File: src/hdl/pcs_consts.vh
`ifndef PCS_CONSTS_VH
`define PCS_CONSTS_VH

// ****************************************
// register indices and byte addresses
// ****************************************
`define PCS_IDX_EXT_STATUS   8'h0F
`define PCS_IDX_JITTER_CTRL  8'h10
`define PCS_IDX_LINK_CTRL    8'h11
`define PCS_ADDR_EXT_STATUS  8'h3C
`define PCS_ADDR_JITTER_CTRL 8'h40
`define PCS_ADDR_LINK_CTRL   8'h44

// ****************************************
// extended status fields and values
// ****************************************
`define PCS_EXT_X_FD_BIT     15
`define PCS_EXT_X_HD_BIT     14
`define PCS_EXT_T_FD_BIT     13
`define PCS_EXT_T_HD_BIT     12
`define PCS_EXT_STATUS_VAL   16'hA000

// ****************************************
// jitter control fields
// ****************************************
`define PCS_JIT_EN_BIT       15
`define PCS_JIT_SEL_HI       14
`define PCS_JIT_SEL_LO       12
`define PCS_JIT_PAT_HI       9
`define PCS_JIT_PAT_LO       0
`define PCS_JIT_WMASK        16'hF3FF
`define PCS_JIT_RESET        16'h0000

// ****************************************
// pattern selector codes and symbols
// ****************************************
`define PCS_SEL_CUSTOM       3'h0
`define PCS_SEL_HIGH         3'h1
`define PCS_SEL_MIXED        3'h2
`define PCS_SEL_LOW_CUSTOM   3'h3
`define PCS_SEL_RANDOM       3'h4
`define PCS_SEL_LOW_STD      3'h5
`define PCS_SYM_HIGH         10'h2AA
`define PCS_SYM_MIXED_A      10'h3EB
`define PCS_SYM_MIXED_B      10'h014
`define PCS_SYM_LOW          10'h3E0
`define PCS_LFSR_SEED        15'h7FFF

// ****************************************
// link control fields
// ****************************************
`define PCS_LNK_SRST_BIT     15
`define PCS_LNK_FAST_BIT     14
`define PCS_LNK_RXRD_BIT     13
`define PCS_LNK_WMASK        16'hE000
`define PCS_LNK_RESET        16'h0000

// ****************************************
// timer counts in clock pulses
// ****************************************
`define PCS_FAST_TICKS       64
`define PCS_LINK_GO_TICKS    200000
`define PCS_SYNC_FAIL_TICKS  1250000

// ****************************************
// bus answers
// ****************************************
`define PCS_RESP_OKAY        2'h0
`define PCS_RESP_SLVERR      2'h2

`endif

File: src/hdl/pcs_mgmt_regs.v
// Function
// - extended status bit 15 is read-only and reads 1 (1000BASE-X full duplex supported).
// - extended status bit 14 is read-only and reads 0 (1000BASE-X half duplex not supported).
// - extended status bit 13 is read-only and reads 1 (1000BASE-T full duplex supported).
// - extended status bit 12 is read-only and reads 0, and bits 11 to 0 are reserved.
// - jitter enable bit 15 replaces normal traffic with the selected test pattern, clear resumes, reset 0.
// - bits 14 to 12 are a read-write pattern selector that resets to 0.
// - selector 000 sends the custom pattern, 100 a random pattern, 110 and 111 are reserved.
// - selector 001 sends the alternating one-zero high-frequency pattern.
// - selector 010 repeats the twenty-bit mixed-frequency pattern.
// - selectors 011 and 101 repeat five ones then five zeros.
// - bits 9 to 0 hold the read-write custom pattern reset to 0, bits 11 and 10 reserved.
// - soft reset bit 15 of the link control register holds the functional logic in reset, reset 0.
// - with the fast timer bit 14 set both link-go and sync-fail timers expire after 64 clocks.
// - with it clear link-go counts 200000 and sync-fail 1250000 clocks.
// - bit 13 of the link control register is a read-write receive disparity disable, reset 0.
// - the receive disparity disable stops disparity calculation and checking on received data.
//
// Design decision made here: register access over AXI4-Lite.
`timescale 1ns/10ps
`include "pcs_consts.vh"

module pcs_mgmt_regs #(
  parameter AW          = 8,
  parameter LINK_TICKS  = `PCS_LINK_GO_TICKS,
  parameter SYNC_TICKS  = `PCS_SYNC_FAIL_TICKS,
  parameter TW          = 21
) (
  input  wire          clk_sys,
  input  wire          nrst,
  // axi4-lite slave
  input  wire [AW-1:0] s_axi_awaddr,
  input  wire          s_axi_awvalid,
  output reg           s_axi_awready,
  input  wire [31:0]   s_axi_wdata,
  input  wire [3:0]    s_axi_wstrb,
  input  wire          s_axi_wvalid,
  output reg           s_axi_wready,
  output reg  [1:0]    s_axi_bresp,
  output reg           s_axi_bvalid,
  input  wire          s_axi_bready,
  input  wire [AW-1:0] s_axi_araddr,
  input  wire          s_axi_arvalid,
  output reg           s_axi_arready,
  output reg  [31:0]   s_axi_rdata,
  output reg  [1:0]    s_axi_rresp,
  output reg           s_axi_rvalid,
  input  wire          s_axi_rready,
  // transmit path
  input  wire [9:0]    txNormalCode,
  output reg  [9:0]    txCode,
  output reg           jitterActive,
  // pcs control
  input  wire          linkGoStart,
  input  wire          syncFailStart,
  output reg           linkGoExpired,
  output reg           syncFailExpired,
  output reg           funcResetN,
  output reg           rxDisparityOff
);

  // ****************************************
  // reset synchroniser
  // ****************************************
  reg rstMeta_q;
  reg rstN_q;

  // two-stage release of the async reset
  always @(posedge clk_sys or negedge nrst) begin
    if (!nrst) begin
      rstMeta_q <= 1'b0;
      rstN_q    <= 1'b0;
    end else begin
      rstMeta_q <= 1'b1;
      rstN_q    <= rstMeta_q;
    end
  end

  // ****************************************
  // helper functions
  // ****************************************
  // merge byte lanes of a write into a 16-bit register under a mask
  function [15:0] mergeWrite;
    input [15:0] old;
    input [31:0] data;
    input [3:0]  strb;
    input [15:0] mask;
    reg   [15:0] tmp;
    begin
      tmp = old;
      if (strb[0])
        tmp[7:0] = data[7:0];
      if (strb[1])
        tmp[15:8] = data[15:8];
      mergeWrite = tmp & mask;
    end
  endfunction

  // advance a 15-bit prbs by ten steps
  function [14:0] lfsrStep10;
    input [14:0] s;
    reg   [14:0] t;
    integer      i;
    begin
      t = s;
      for (i = 0; i < 10; i = i + 1)
        t = {t[13:0], t[14] ^ t[13]};
      lfsrStep10 = t;
    end
  endfunction

  // ****************************************
  // register state
  // ****************************************
  reg [15:0] jitterCtrl_q;
  reg [15:0] linkCtrl_q;
  wire       diagEn     = jitterCtrl_q[`PCS_JIT_EN_BIT];
  wire [2:0] patSel     = jitterCtrl_q[`PCS_JIT_SEL_HI:`PCS_JIT_SEL_LO];
  wire [9:0] customPat  = jitterCtrl_q[`PCS_JIT_PAT_HI:`PCS_JIT_PAT_LO];
  wire       softReset  = linkCtrl_q[`PCS_LNK_SRST_BIT];
  wire       fastTimer  = linkCtrl_q[`PCS_LNK_FAST_BIT];
  wire       rxRdDisable = linkCtrl_q[`PCS_LNK_RXRD_BIT];

  // ****************************************
  // axi write channel
  // ****************************************
  reg [AW-1:0] wrAddr_q;
  reg [31:0]   wrData_q;
  reg [3:0]    wrStrb_q;
  reg          haveAw_q;
  reg          haveW_q;
  wire         awTake  = s_axi_awvalid & s_axi_awready;
  wire         wTake   = s_axi_wvalid & s_axi_wready;
  wire         awNow   = haveAw_q | awTake;
  wire         wNow    = haveW_q | wTake;
  wire [AW-1:0] awSel  = haveAw_q ? wrAddr_q : s_axi_awaddr;
  wire [31:0]  wSel    = haveW_q ? wrData_q : s_axi_wdata;
  wire [3:0]   sSel    = haveW_q ? wrStrb_q : s_axi_wstrb;
  wire         doWrite = awNow & wNow & ~s_axi_bvalid;

  // accept address and data in either order, answer once both held
  always @(posedge clk_sys or negedge rstN_q) begin
    if (!rstN_q) begin
      s_axi_awready <= 1'b0;
      s_axi_wready  <= 1'b0;
      s_axi_bvalid  <= 1'b0;
      s_axi_bresp   <= `PCS_RESP_OKAY;
      haveAw_q      <= 1'b0;
      haveW_q       <= 1'b0;
      wrAddr_q      <= {AW{1'b0}};
      wrData_q      <= 32'h00000000;
      wrStrb_q      <= 4'h0;
    end else begin
      if (awTake) begin
        wrAddr_q <= s_axi_awaddr;
        haveAw_q <= 1'b1;
      end
      if (wTake) begin
        wrData_q <= s_axi_wdata;
        wrStrb_q <= s_axi_wstrb;
        haveW_q  <= 1'b1;
      end
      if (doWrite) begin
        haveAw_q     <= 1'b0;
        haveW_q      <= 1'b0;
        s_axi_bvalid <= 1'b1;
        s_axi_bresp  <= (awSel == `PCS_ADDR_JITTER_CTRL || awSel == `PCS_ADDR_LINK_CTRL ||
                         awSel == `PCS_ADDR_EXT_STATUS) ? `PCS_RESP_OKAY : `PCS_RESP_SLVERR;
      end else if (s_axi_bvalid && s_axi_bready) begin
        s_axi_bvalid <= 1'b0;
      end
      // ready only while nothing of that kind is held or answered
      s_axi_awready <= ~(awNow & ~doWrite) & ~(s_axi_bvalid & ~s_axi_bready) & ~doWrite & ~s_axi_awready;
      s_axi_wready  <= ~(wNow & ~doWrite) & ~(s_axi_bvalid & ~s_axi_bready) & ~doWrite & ~s_axi_wready;
    end
  end

  // ****************************************
  // register writes
  // ****************************************
  // status register takes no writes, reserved bits masked off
  always @(posedge clk_sys or negedge rstN_q) begin
    if (!rstN_q) begin
      jitterCtrl_q <= `PCS_JIT_RESET;
      linkCtrl_q   <= `PCS_LNK_RESET;
    end else if (doWrite) begin
      if (awSel == `PCS_ADDR_JITTER_CTRL)
        jitterCtrl_q <= mergeWrite(jitterCtrl_q, wSel, sSel, `PCS_JIT_WMASK);
      if (awSel == `PCS_ADDR_LINK_CTRL)
        linkCtrl_q <= mergeWrite(linkCtrl_q, wSel, sSel, `PCS_LNK_WMASK);
    end
  end

  // ****************************************
  // axi read channel
  // ****************************************
  reg [15:0] rdWord;
  reg        rdHit;

  // read decode, upper half reads zero
  always @* begin
    rdHit  = 1'b1;
    rdWord = 16'h0000;
    case (s_axi_araddr)
      `PCS_ADDR_EXT_STATUS:  rdWord = `PCS_EXT_STATUS_VAL;
      `PCS_ADDR_JITTER_CTRL: rdWord = jitterCtrl_q;
      `PCS_ADDR_LINK_CTRL:   rdWord = linkCtrl_q;
      default: rdHit = 1'b0;
    endcase
  end

  // one read under way; data registered with the answer
  always @(posedge clk_sys or negedge rstN_q) begin
    if (!rstN_q) begin
      s_axi_arready <= 1'b0;
      s_axi_rvalid  <= 1'b0;
      s_axi_rdata   <= 32'h00000000;
      s_axi_rresp   <= `PCS_RESP_OKAY;
    end else begin
      if (s_axi_arvalid && s_axi_arready) begin
        s_axi_arready <= 1'b0;
        s_axi_rvalid  <= 1'b1;
        s_axi_rdata   <= {16'h0000, rdWord};
        s_axi_rresp   <= rdHit ? `PCS_RESP_OKAY : `PCS_RESP_SLVERR;
      end else if (s_axi_rvalid) begin
        if (s_axi_rready) begin
          s_axi_rvalid  <= 1'b0;
          s_axi_arready <= 1'b1;
        end
      end else begin
        s_axi_arready <= 1'b1;
      end
    end
  end

  // ****************************************
  // jitter pattern generator
  // ****************************************
  reg        phase_q;
  reg [14:0] lfsr_q;
  reg [9:0]  patCode;
  reg        patValid;

  // second half flag for twenty-bit patterns, prbs for random
  always @(posedge clk_sys or negedge rstN_q) begin
    if (!rstN_q) begin
      phase_q <= 1'b0;
      lfsr_q  <= `PCS_LFSR_SEED;
    end else if (softReset || !diagEn) begin
      phase_q <= 1'b0;
      lfsr_q  <= `PCS_LFSR_SEED;
    end else begin
      phase_q <= ~phase_q;
      lfsr_q  <= lfsrStep10(lfsr_q);
    end
  end

  // symbol chosen by the selector
  always @* begin
    patValid = 1'b1;
    case (patSel)
      `PCS_SEL_CUSTOM:     patCode = customPat;
      `PCS_SEL_HIGH:       patCode = `PCS_SYM_HIGH;
      `PCS_SEL_MIXED:      patCode = phase_q ? `PCS_SYM_MIXED_B : `PCS_SYM_MIXED_A;
      `PCS_SEL_LOW_CUSTOM: patCode = `PCS_SYM_LOW;
      `PCS_SEL_RANDOM:     patCode = lfsr_q[9:0];
      `PCS_SEL_LOW_STD:    patCode = `PCS_SYM_LOW;
      default: begin
        patCode  = 10'h000; // reserved codes fall back to traffic
        patValid = 1'b0;
      end
    endcase
  end

  // transmit mux: pattern replaces traffic while enabled
  always @(posedge clk_sys or negedge rstN_q) begin
    if (!rstN_q) begin
      txCode       <= 10'h000;
      jitterActive <= 1'b0;
    end else if (softReset) begin
      txCode       <= 10'h000;
      jitterActive <= 1'b0;
    end else begin
      jitterActive <= diagEn & patValid;
      txCode       <= (diagEn && patValid) ? patCode : txNormalCode;
    end
  end

  // ****************************************
  // link timers
  // ****************************************
  wire linkExp;
  wire syncExp;

  // link-go timer, held while soft reset is set
  pcs_tick_timer #(
    .W          (TW),
    .FAST_TICKS (`PCS_FAST_TICKS),
    .SLOW_TICKS (LINK_TICKS)
  ) uLinkTimer (
    .clk_sys (clk_sys),
    .rstN    (rstN_q),
    .hold    (softReset),
    .restart (linkGoStart),
    .fastSel (fastTimer),
    .expired (linkExp)
  );

  // sync-status-fail timer
  pcs_tick_timer #(
    .W          (TW),
    .FAST_TICKS (`PCS_FAST_TICKS),
    .SLOW_TICKS (SYNC_TICKS)
  ) uSyncTimer (
    .clk_sys (clk_sys),
    .rstN    (rstN_q),
    .hold    (softReset),
    .restart (syncFailStart),
    .fastSel (fastTimer),
    .expired (syncExp)
  );

  // ****************************************
  // control outputs
  // ****************************************
  // registered copies of control for the rest of the pcs
  always @(posedge clk_sys or negedge rstN_q) begin
    if (!rstN_q) begin
      funcResetN      <= 1'b0;
      rxDisparityOff  <= 1'b0;
      linkGoExpired   <= 1'b0;
      syncFailExpired <= 1'b0;
    end else begin
      funcResetN      <= ~softReset;
      rxDisparityOff  <= rxRdDisable;
      linkGoExpired   <= linkExp;
      syncFailExpired <= syncExp;
    end
  end

endmodule

File: src/hdl/pcs_tick_timer.v
`timescale 1ns/10ps
// ****************************************
// restartable down-counter with one-cycle expiry pulse
// ****************************************
module pcs_tick_timer #(
  parameter W         = 21,
  parameter FAST_TICKS = 64,
  parameter SLOW_TICKS = 200000
) (
  input  wire         clk_sys,
  input  wire         rstN,
  input  wire         hold,
  input  wire         restart,
  input  wire         fastSel,
  output reg          expired
);

  reg [W-1:0] cnt_q;
  reg         running_q;

  // load on restart, count down, pulse at zero
  always @(posedge clk_sys or negedge rstN) begin
    if (!rstN) begin
      cnt_q     <= {W{1'b0}};
      running_q <= 1'b0;
      expired   <= 1'b0;
    end else if (hold) begin
      cnt_q     <= {W{1'b0}};
      running_q <= 1'b0;
      expired   <= 1'b0;
    end else begin
      expired <= 1'b0;
      if (restart) begin
        cnt_q     <= fastSel ? FAST_TICKS[W-1:0] - {{(W-1){1'b0}}, 1'b1}
                             : SLOW_TICKS[W-1:0] - {{(W-1){1'b0}}, 1'b1};
        running_q <= 1'b1;
      end else if (running_q) begin
        if (cnt_q == {W{1'b0}}) begin
          expired   <= 1'b1;
          running_q <= 1'b0;
        end else begin
          cnt_q <= cnt_q - {{(W-1){1'b0}}, 1'b1};
        end
      end
    end
  end

endmodule

File: config.mk
export PLATFORM = sky130hd
export DESIGN_NAME = pcs_mgmt_regs
export DESIGN_NICKNAME = d
export VERILOG_FILES = /design/src/hdl/pcs_mgmt_regs.v /design/src/hdl/pcs_tick_timer.v
export VERILOG_INCLUDE_DIRS = /design/src /design/src/hdl
export SDC_FILE = /design/constraint.sdc
export NUM_CORES = 1
export LEC_CHECK = 0
export BUFFER_PORTS_ARGS = -buffer_cell sky130_fd_sc_hd__buf_2
export CAP_MARGIN = 20
export CORE_ASPECT_RATIO = 1.75
export CORE_UTILIZATION = 49
export DETAILED_ROUTE_END_ITERATION = 8
export GPL_TIMING_DRIVEN = 0
export HOLD_SLACK_MARGIN = 0.15
export PLACE_DENSITY = 0.74
export SLEW_MARGIN = 20
export SYNTH_ARGS = -nofsm -noshare
export SYNTH_HDL_FRONTEND = slang
export SYNTH_SLANG_ARGS = --single-unit
File: constraint.sdc
create_clock -name clk_sys -period 4.3 [get_ports clk_sys]
set_clock_uncertainty 0.05 [all_clocks]
set_input_delay 0.215 -clock clk_sys [delete_from_list [all_inputs] [get_ports clk_sys]]
set_output_delay 0.215 -clock clk_sys [all_outputs]
set_load 0.005 [all_outputs]
### Word-level counts from Yosys, hierarchy flattened

Cells that the tools add are included.

* register bits: 149
* bits in latches: 0
* memory bits (writable): 0
* bits in read-only memories: 0
* output and inout bits: 56
* logic and storage cells: 160
* memories kept: 0

* $add $sub $neg: 2
* multiply operators: 0
* div/mod/pow operators: 0
* $lt $le $gt $ge: 0
* equality and inequality tests: 14
* shift-type cells: 0
* mux-type cells: 53
* bitwise logic cells: 36
* reductions and logical operators: 23

Operator list (count)
* $mux 21: 9
* $pmux 10 s5: 1
* $pmux 16 s3: 1
* $logic_not 21->1: 2
* $sub 21x1->21 const B: 2
* $eq 8x7->1 const B: 4
* $mux 1: 32
* $mux 10: 3
* $mux 18: 1
* $eq 8x6->1 const B: 2
* $mux 16: 1
* $mux 15: 1
* $and 1x1->1: 14
* $not 1->1: 10
* $xor 1x1->1: 10
* $reduce_and 3->1: 3
* $mux 8: 1
* $eq 3x2->1 const B: 2
* $eq 3x3->1 const B: 2
* $mux 2: 3
* $ne 3x3->1 const B: 2
* $reduce_bool 2->1: 3
* $reduce_bool 3->1: 2
* $reduce_or 6->1: 1
* other kinds (10): 16

### Depth between registers and ports, before layout

* word-level depth: 10
* depth in mapped cells: 8
* mapped depth without buffers: 7

### Cells and area by module

A second synthesis with hierarchy kept.

* cells, all modules: 642
* area, all modules: 7100.6 um^2

Modules (own cells, without submodules)
* pcs_mgmt_regs: times used 1, cells each 355, area an instance 4317.9 um^2, seq. area each 2446.1 um^2
* pcs_tick_timer at uSyncTimer: times used 1, cells each 146, area an instance 1393.8 um^2, seq. area each 575.6 um^2
* pcs_tick_timer at uLinkTimer: times used 1, cells each 141, area an instance 1388.8 um^2, seq. area each 575.6 um^2

### Worst setup path before layout

OpenSTA, ideal clock, no wires.

* path kind: register -> register
* start: register haveAw_q
* end: register jitterCtrl_q[0]
* data arrival time: 1871 ps
* required time: 4125 ps
* setup slack: 2254 ps
* stages on the path, launching flop included: 7
* path through: dfrtp_1 > buf_4 > a21oi_1 > nor3_1 > o21ai_1 > nor3_4 > mux2_2

* cells in the longest elaborated chain, start to end: 4

Ends and longest elaborated chain
* from (decl): line pcs_mgmt_regs.v:130 `reg haveAw_q;`
* from (signal assigned): line pcs_mgmt_regs.v:148 `haveAw_q <= 1'b0;`
* from (signal assigned): line pcs_mgmt_regs.v:156 `haveAw_q <= 1'b1;`
* from (signal assigned): line pcs_mgmt_regs.v:164 `haveAw_q <= 1'b0;`
* $or 1x1->1: line pcs_mgmt_regs.v:134 `wire awNow = haveAw_q | awTake;`
* $and 1x1->1 (2 in series): line pcs_mgmt_regs.v:139 `wire doWrite = awNow & wNow & ~s_axi_bvalid;`
* $reduce_and 3->1 (no source line) *
* to (signal assigned): line pcs_mgmt_regs.v:184 `` jitterCtrl_q <= `PCS_JIT_RESET; ``
* to (signal assigned): line pcs_mgmt_regs.v:188 `` jitterCtrl_q <= mergeWrite(jitterCtrl_q, wSel, sSel, `PCS_JIT_WMASK); ``
* to (decl): line pcs_mgmt_regs.v:115 `reg [15:0] jitterCtrl_q;`

Mark *: on every way between the ends. The rest lies on a longest branch, timed or not.
A chain may end at the register's enable or synchronous reset.

### Worst setup path in the final report

* start: register haveAw_q
* end: register jitterCtrl_q[5]

The elaborated chain is that of the path after synthesis.

==> metrics <==
outcome finished clean; DIE AREA 14,500 sq um; Clock Power Share 35.5%; global-route wire length before repair 28.0 mm; number of cell rows 56; family of cells with the greatest summed delay on the critical path simple AND/OR/NAND/NOR gates; Final Routed Wirelength 17.4 mm; Resized cells post-CTS 0; type of the setup path with the least slack reg -> reg; arrival time at the worst endpoint 2.93 ns; crit path max fanout 8; share of power burned in registers 42.4%; worst path buffer plus inverter count 1; Net Sw Frac 29.9%; power density cells 489 nW/um^2; hold worst-path end s_axi_rdata[0]; Worst Max-Slew Pin Slew 0.969 ns; Synth area leaders sky130_fd_sc_hd__dfrtp_1 47%, sky130_fd_sc_hd__mux2_2 8.7%, sky130_fd_sc_hd__dfstp_2 5.7%, sky130_fd_sc_hd__xnor2_1 2.9%, sky130_fd_sc_hd__a21oi_1 2.6%; area delta synth->final 26.8%; final worst path period need 2.68 ns; initial core utilization 50.8%; number of maximum-capacitance violations 0; number of global-route vias before repair 5,898; cell leakage power 0.00385 uW; Comb power frac 22.1%; most common cell in the synthesized netlist sky130_fd_sc_hd__dfrtp_1; startpoint of the tightest hold check path s_axi_araddr[2]; CTS Buf Count 17; Final Max Tran Viols 0; Post-Route Setup TNS 0 ns; Req. time, crit path 4.55 ns; detail-routed via count per cell 5.60; Primary FF master, synth sky130_fd_sc_hd__dfrtp_1; CTS root buffer sky130_fd_sc_hd__clkbuf_16; flop and latch count out of synthesis 143; delay of the slowest critical-path stage 0.79 ns; Crit Reg-Reg Startpoint haveAw_q; worst hold path type in -> reg; commonest cells in the synthesized netlist 128 x sky130_fd_sc_hd__dfrtp_1, 53 x sky130_fd_sc_hd__mux2_2, 46 x sky130_fd_sc_hd__nor2_1; Core Footprint 13,500 sq um; count of cells along the worst hold path 3; fmax 0.373 GHz; gate count after technology mapping 634; H-tree levels 4; instance count after placement with tap cells included 914; Post-synth EDFFs 0; kind of start point of the critical path flip-flop; detailed-route via count 5,560; synthesized area per cell 10.8 sq um; routability cong. 0.897; share of synthesized area occupied by flip-flops and latches 52.3%; DPL Wire Length 12.2 mm; antenna-violating nets left 0; total I/O pin count 127; crit path cell chain buf_4 > a21oi_1 > nor3_1 > o21ai_1 > nor3_4 > mux2_2; Final #Nets 880; warning count from the yosys run 0; category of the worst setup path capture point flip-flop; TritonCTS clock tree built; starting DRC count in detailed routing 282; pin count of the biggest net entering global routing 59; total net switching power 1270 uW; later-pin clock latency in the skew report 0.41 ns; number of DRC violations after detailed routing 0; Synth Cell Area 6870 sq um; horizontal die dimension 91.5 um; worst-case headroom to the max-slew limit 34.9%; share of the clock period used by the worst path 62.3%; number of antenna diodes 0; internal power contribution 2990 uW; Synth async-reset ratio 100%; deepest clock path buffer count 2; worst reg2reg setup slack 1.62 ns; Setup-failing EPs final 0; number of fill cells 1,027; initial antenna violation count 0; Cell Count, Final, Fillers Out 992; library cell with the largest summed area after synthesis sky130_fd_sc_hd__dfrtp_1; Yosys top cell area share 46.6%; Routed WL per cell 17.6 um; worst flop-to-flop path endpoint jitterCtrl_q[5]; iteration count of the initial detailed-routing pass 5; RSZ-0062 raised after global routing no; die height 159 um; worst IR drop on VDD 0.413 mV; depth of the worst register-to-register path 6; clock-pin transition on the worst setup and hold timing paths 0.06 ns; count of buffers from port buffering 85; Sinks on Clock Net 143; Congestion Overflow GR 0; critical-path cell with the highest stage delay sky130_fd_sc_hd__nor3_1; count of cell types in the netlist 59; global routing usage summed across all routing layers 25.2%; count of endpoints failing hold in the final timing report 0; ratio of cells with drive above 1 in the final layout 27.3%
==> power by group through the flow <==
| stage | clock network (uW) | logic (uW) | registers [uW] |
|---|---|---|---|
| after floorplan | 0 | 636 | 1770 |
| after global placement | 0 | 819 | 1800 |
| after detailed placement | 0 | 883 | 1810 |
| after CTS | 1530 | 925 | 1790 |
| after global routing | 1580 | 1030 | 1830 |
| final | 1510 | 942 | 1810 |
==> tightest hold or removal path, stage by stage <==
cell,delay (ns)
sky130_fd_sc_hd__buf_2,0.15
sky130_fd_sc_hd__nor3b_1,0.10
sky130_fd_sc_hd__a22o_1,0.19
==> worst max path at each step <==
stage	from	endpoint	cells past startpoint
2_1_floorplan	rstN_q	funcResetN	0
4_1_cts	haveW_q	jitterCtrl_q[5]	6
5_1_grt	haveAw_q	jitterCtrl_q[5]	6
3_3_place_gp	rstN_q	uLinkTimer.cnt_q[12]	0
3_5_place_dp	haveW_q	jitterCtrl_q[2]	6
6_report	haveAw_q	jitterCtrl_q[5]	6
==> logic make-up after synthesis <==
| kind of cell | synth area share, % |
|---|---|
| compound gates | 12.5 |
| fa+ha+maj | 0.728 |
| other cells | 0.109 |
| flops | 52.3 |
| mux | 10.7 |
| xor+xnor | 4.33 |
| simple gates | 14.5 |
| buf+inv | 4.73 |
==> state kept, by name, summed over array words and instances (netlist names), 2 cells and up <==
name and count:
jitterCtrl_q 14, lfsr_q 15, linkCtrl_q 3, s_axi_rdata 14
txCode 10, uLinkTimer.cnt_q 21, uSyncTimer.cnt_q 21, wrAddr_q 8
wrData_q 14, wrStrb_q 2
==> per-layer routing <==
metal / part of all wire [%] / wire length (um) / global-route usage [%]
met3: 3.9 / 687 / 5.40
met2: 56 / 9820 / 47.7
met5: 0 / 0 / 0
met1: 35 / 6180 / 24.8
met4: 4.4 / 761 / 15.3
==> layout make-up <==
| class | count | area, sq um | share of cell area (%) |
|---|---|---|---|
| Timing Repair Buffer | 133 | 941 | 10.8 |
| Clock buffer | 17 | 425 | 4.88 |
| Sequential cell | 143 | 3600 | 41.3 |
| Multi-Input combinational cell | 446 | 3020 | 34.7 |
| Inverter | 20 | 75.1 | 0.861 |
| Clock inverter | 15 | 183 | 2.10 |
| Tap cell | 174 | 218 | 2.50 |
| Buffer | 44 | 250 | 2.87 |
==> layout by cell type, fill, tap and decap left out, types with 9 or more instances in the layout <==
| cell | Yosys | routed |
|---|---|---|
| sky130_fd_sc_hd__a22o_1 | 12 | 12 |
| sky130_fd_sc_hd__nor2_1 | 46 | 46 |
| sky130_fd_sc_hd__nand2b_1 | 9 | 9 |
| sky130_fd_sc_hd__xor2_1 | 11 | 11 |
| sky130_fd_sc_hd__a21oi_1 | 36 | 36 |
| sky130_fd_sc_hd__buf_2 | 2 | 87 |
| sky130_fd_sc_hd__dfstp_2 | 15 | 15 |
| sky130_fd_sc_hd__nand2_1 | 45 | 45 |
| sky130_fd_sc_hd__buf_4 | 22 | 22 |
| sky130_fd_sc_hd__clkbuf_16 | 0 | 17 |
| sky130_fd_sc_hd__mux2i_1 | 13 | 13 |
| sky130_fd_sc_hd__or3_1 | 9 | 9 |
| sky130_fd_sc_hd__o21ai_0 | 35 | 35 |
| sky130_fd_sc_hd__dfrtp_1 | 128 | 127 |
| sky130_fd_sc_hd__conb_1 | 2 | 21 |
| sky130_fd_sc_hd__xnor2_1 | 23 | 23 |
| sky130_fd_sc_hd__nor3_1 | 22 | 22 |
| sky130_fd_sc_hd__clkbuf_1 | 19 | 19 |
| sky130_fd_sc_hd__inv_1 | 19 | 19 |
| sky130_fd_sc_hd__mux2_2 | 53 | 53 |
| sky130_fd_sc_hd__dlygate4sd3_1 | 0 | 46 |
==> per-stage QoR <==
step | power [uW] | setup slack, ns | area (sq um) | hold WS (ns) | util [%]
finish | 4260 | 1.62 | 8710 | 0.231 | 64.4
global route | 4440 | 1.44 | 8710 | 0.244 | 64.4
CTS | 4250 | 1.74 | 8710 | 0.205 | 64.4
detailed placement | 2690 | 1.77 | 7650 | -0.0483 | 56.5
global placement | 2620 | 1.16 | 7590 | -0.0501 | 56.1
floorplan | 2410 | 1.89 | 6950 | -0.131 | -
==> what timing repair did <==
item,in CTS,in global routing
endpoints found under the hold margin,67,0
hold buffers,46,0
buffers inserted,0,0
(Power assumes the default switching activity.)
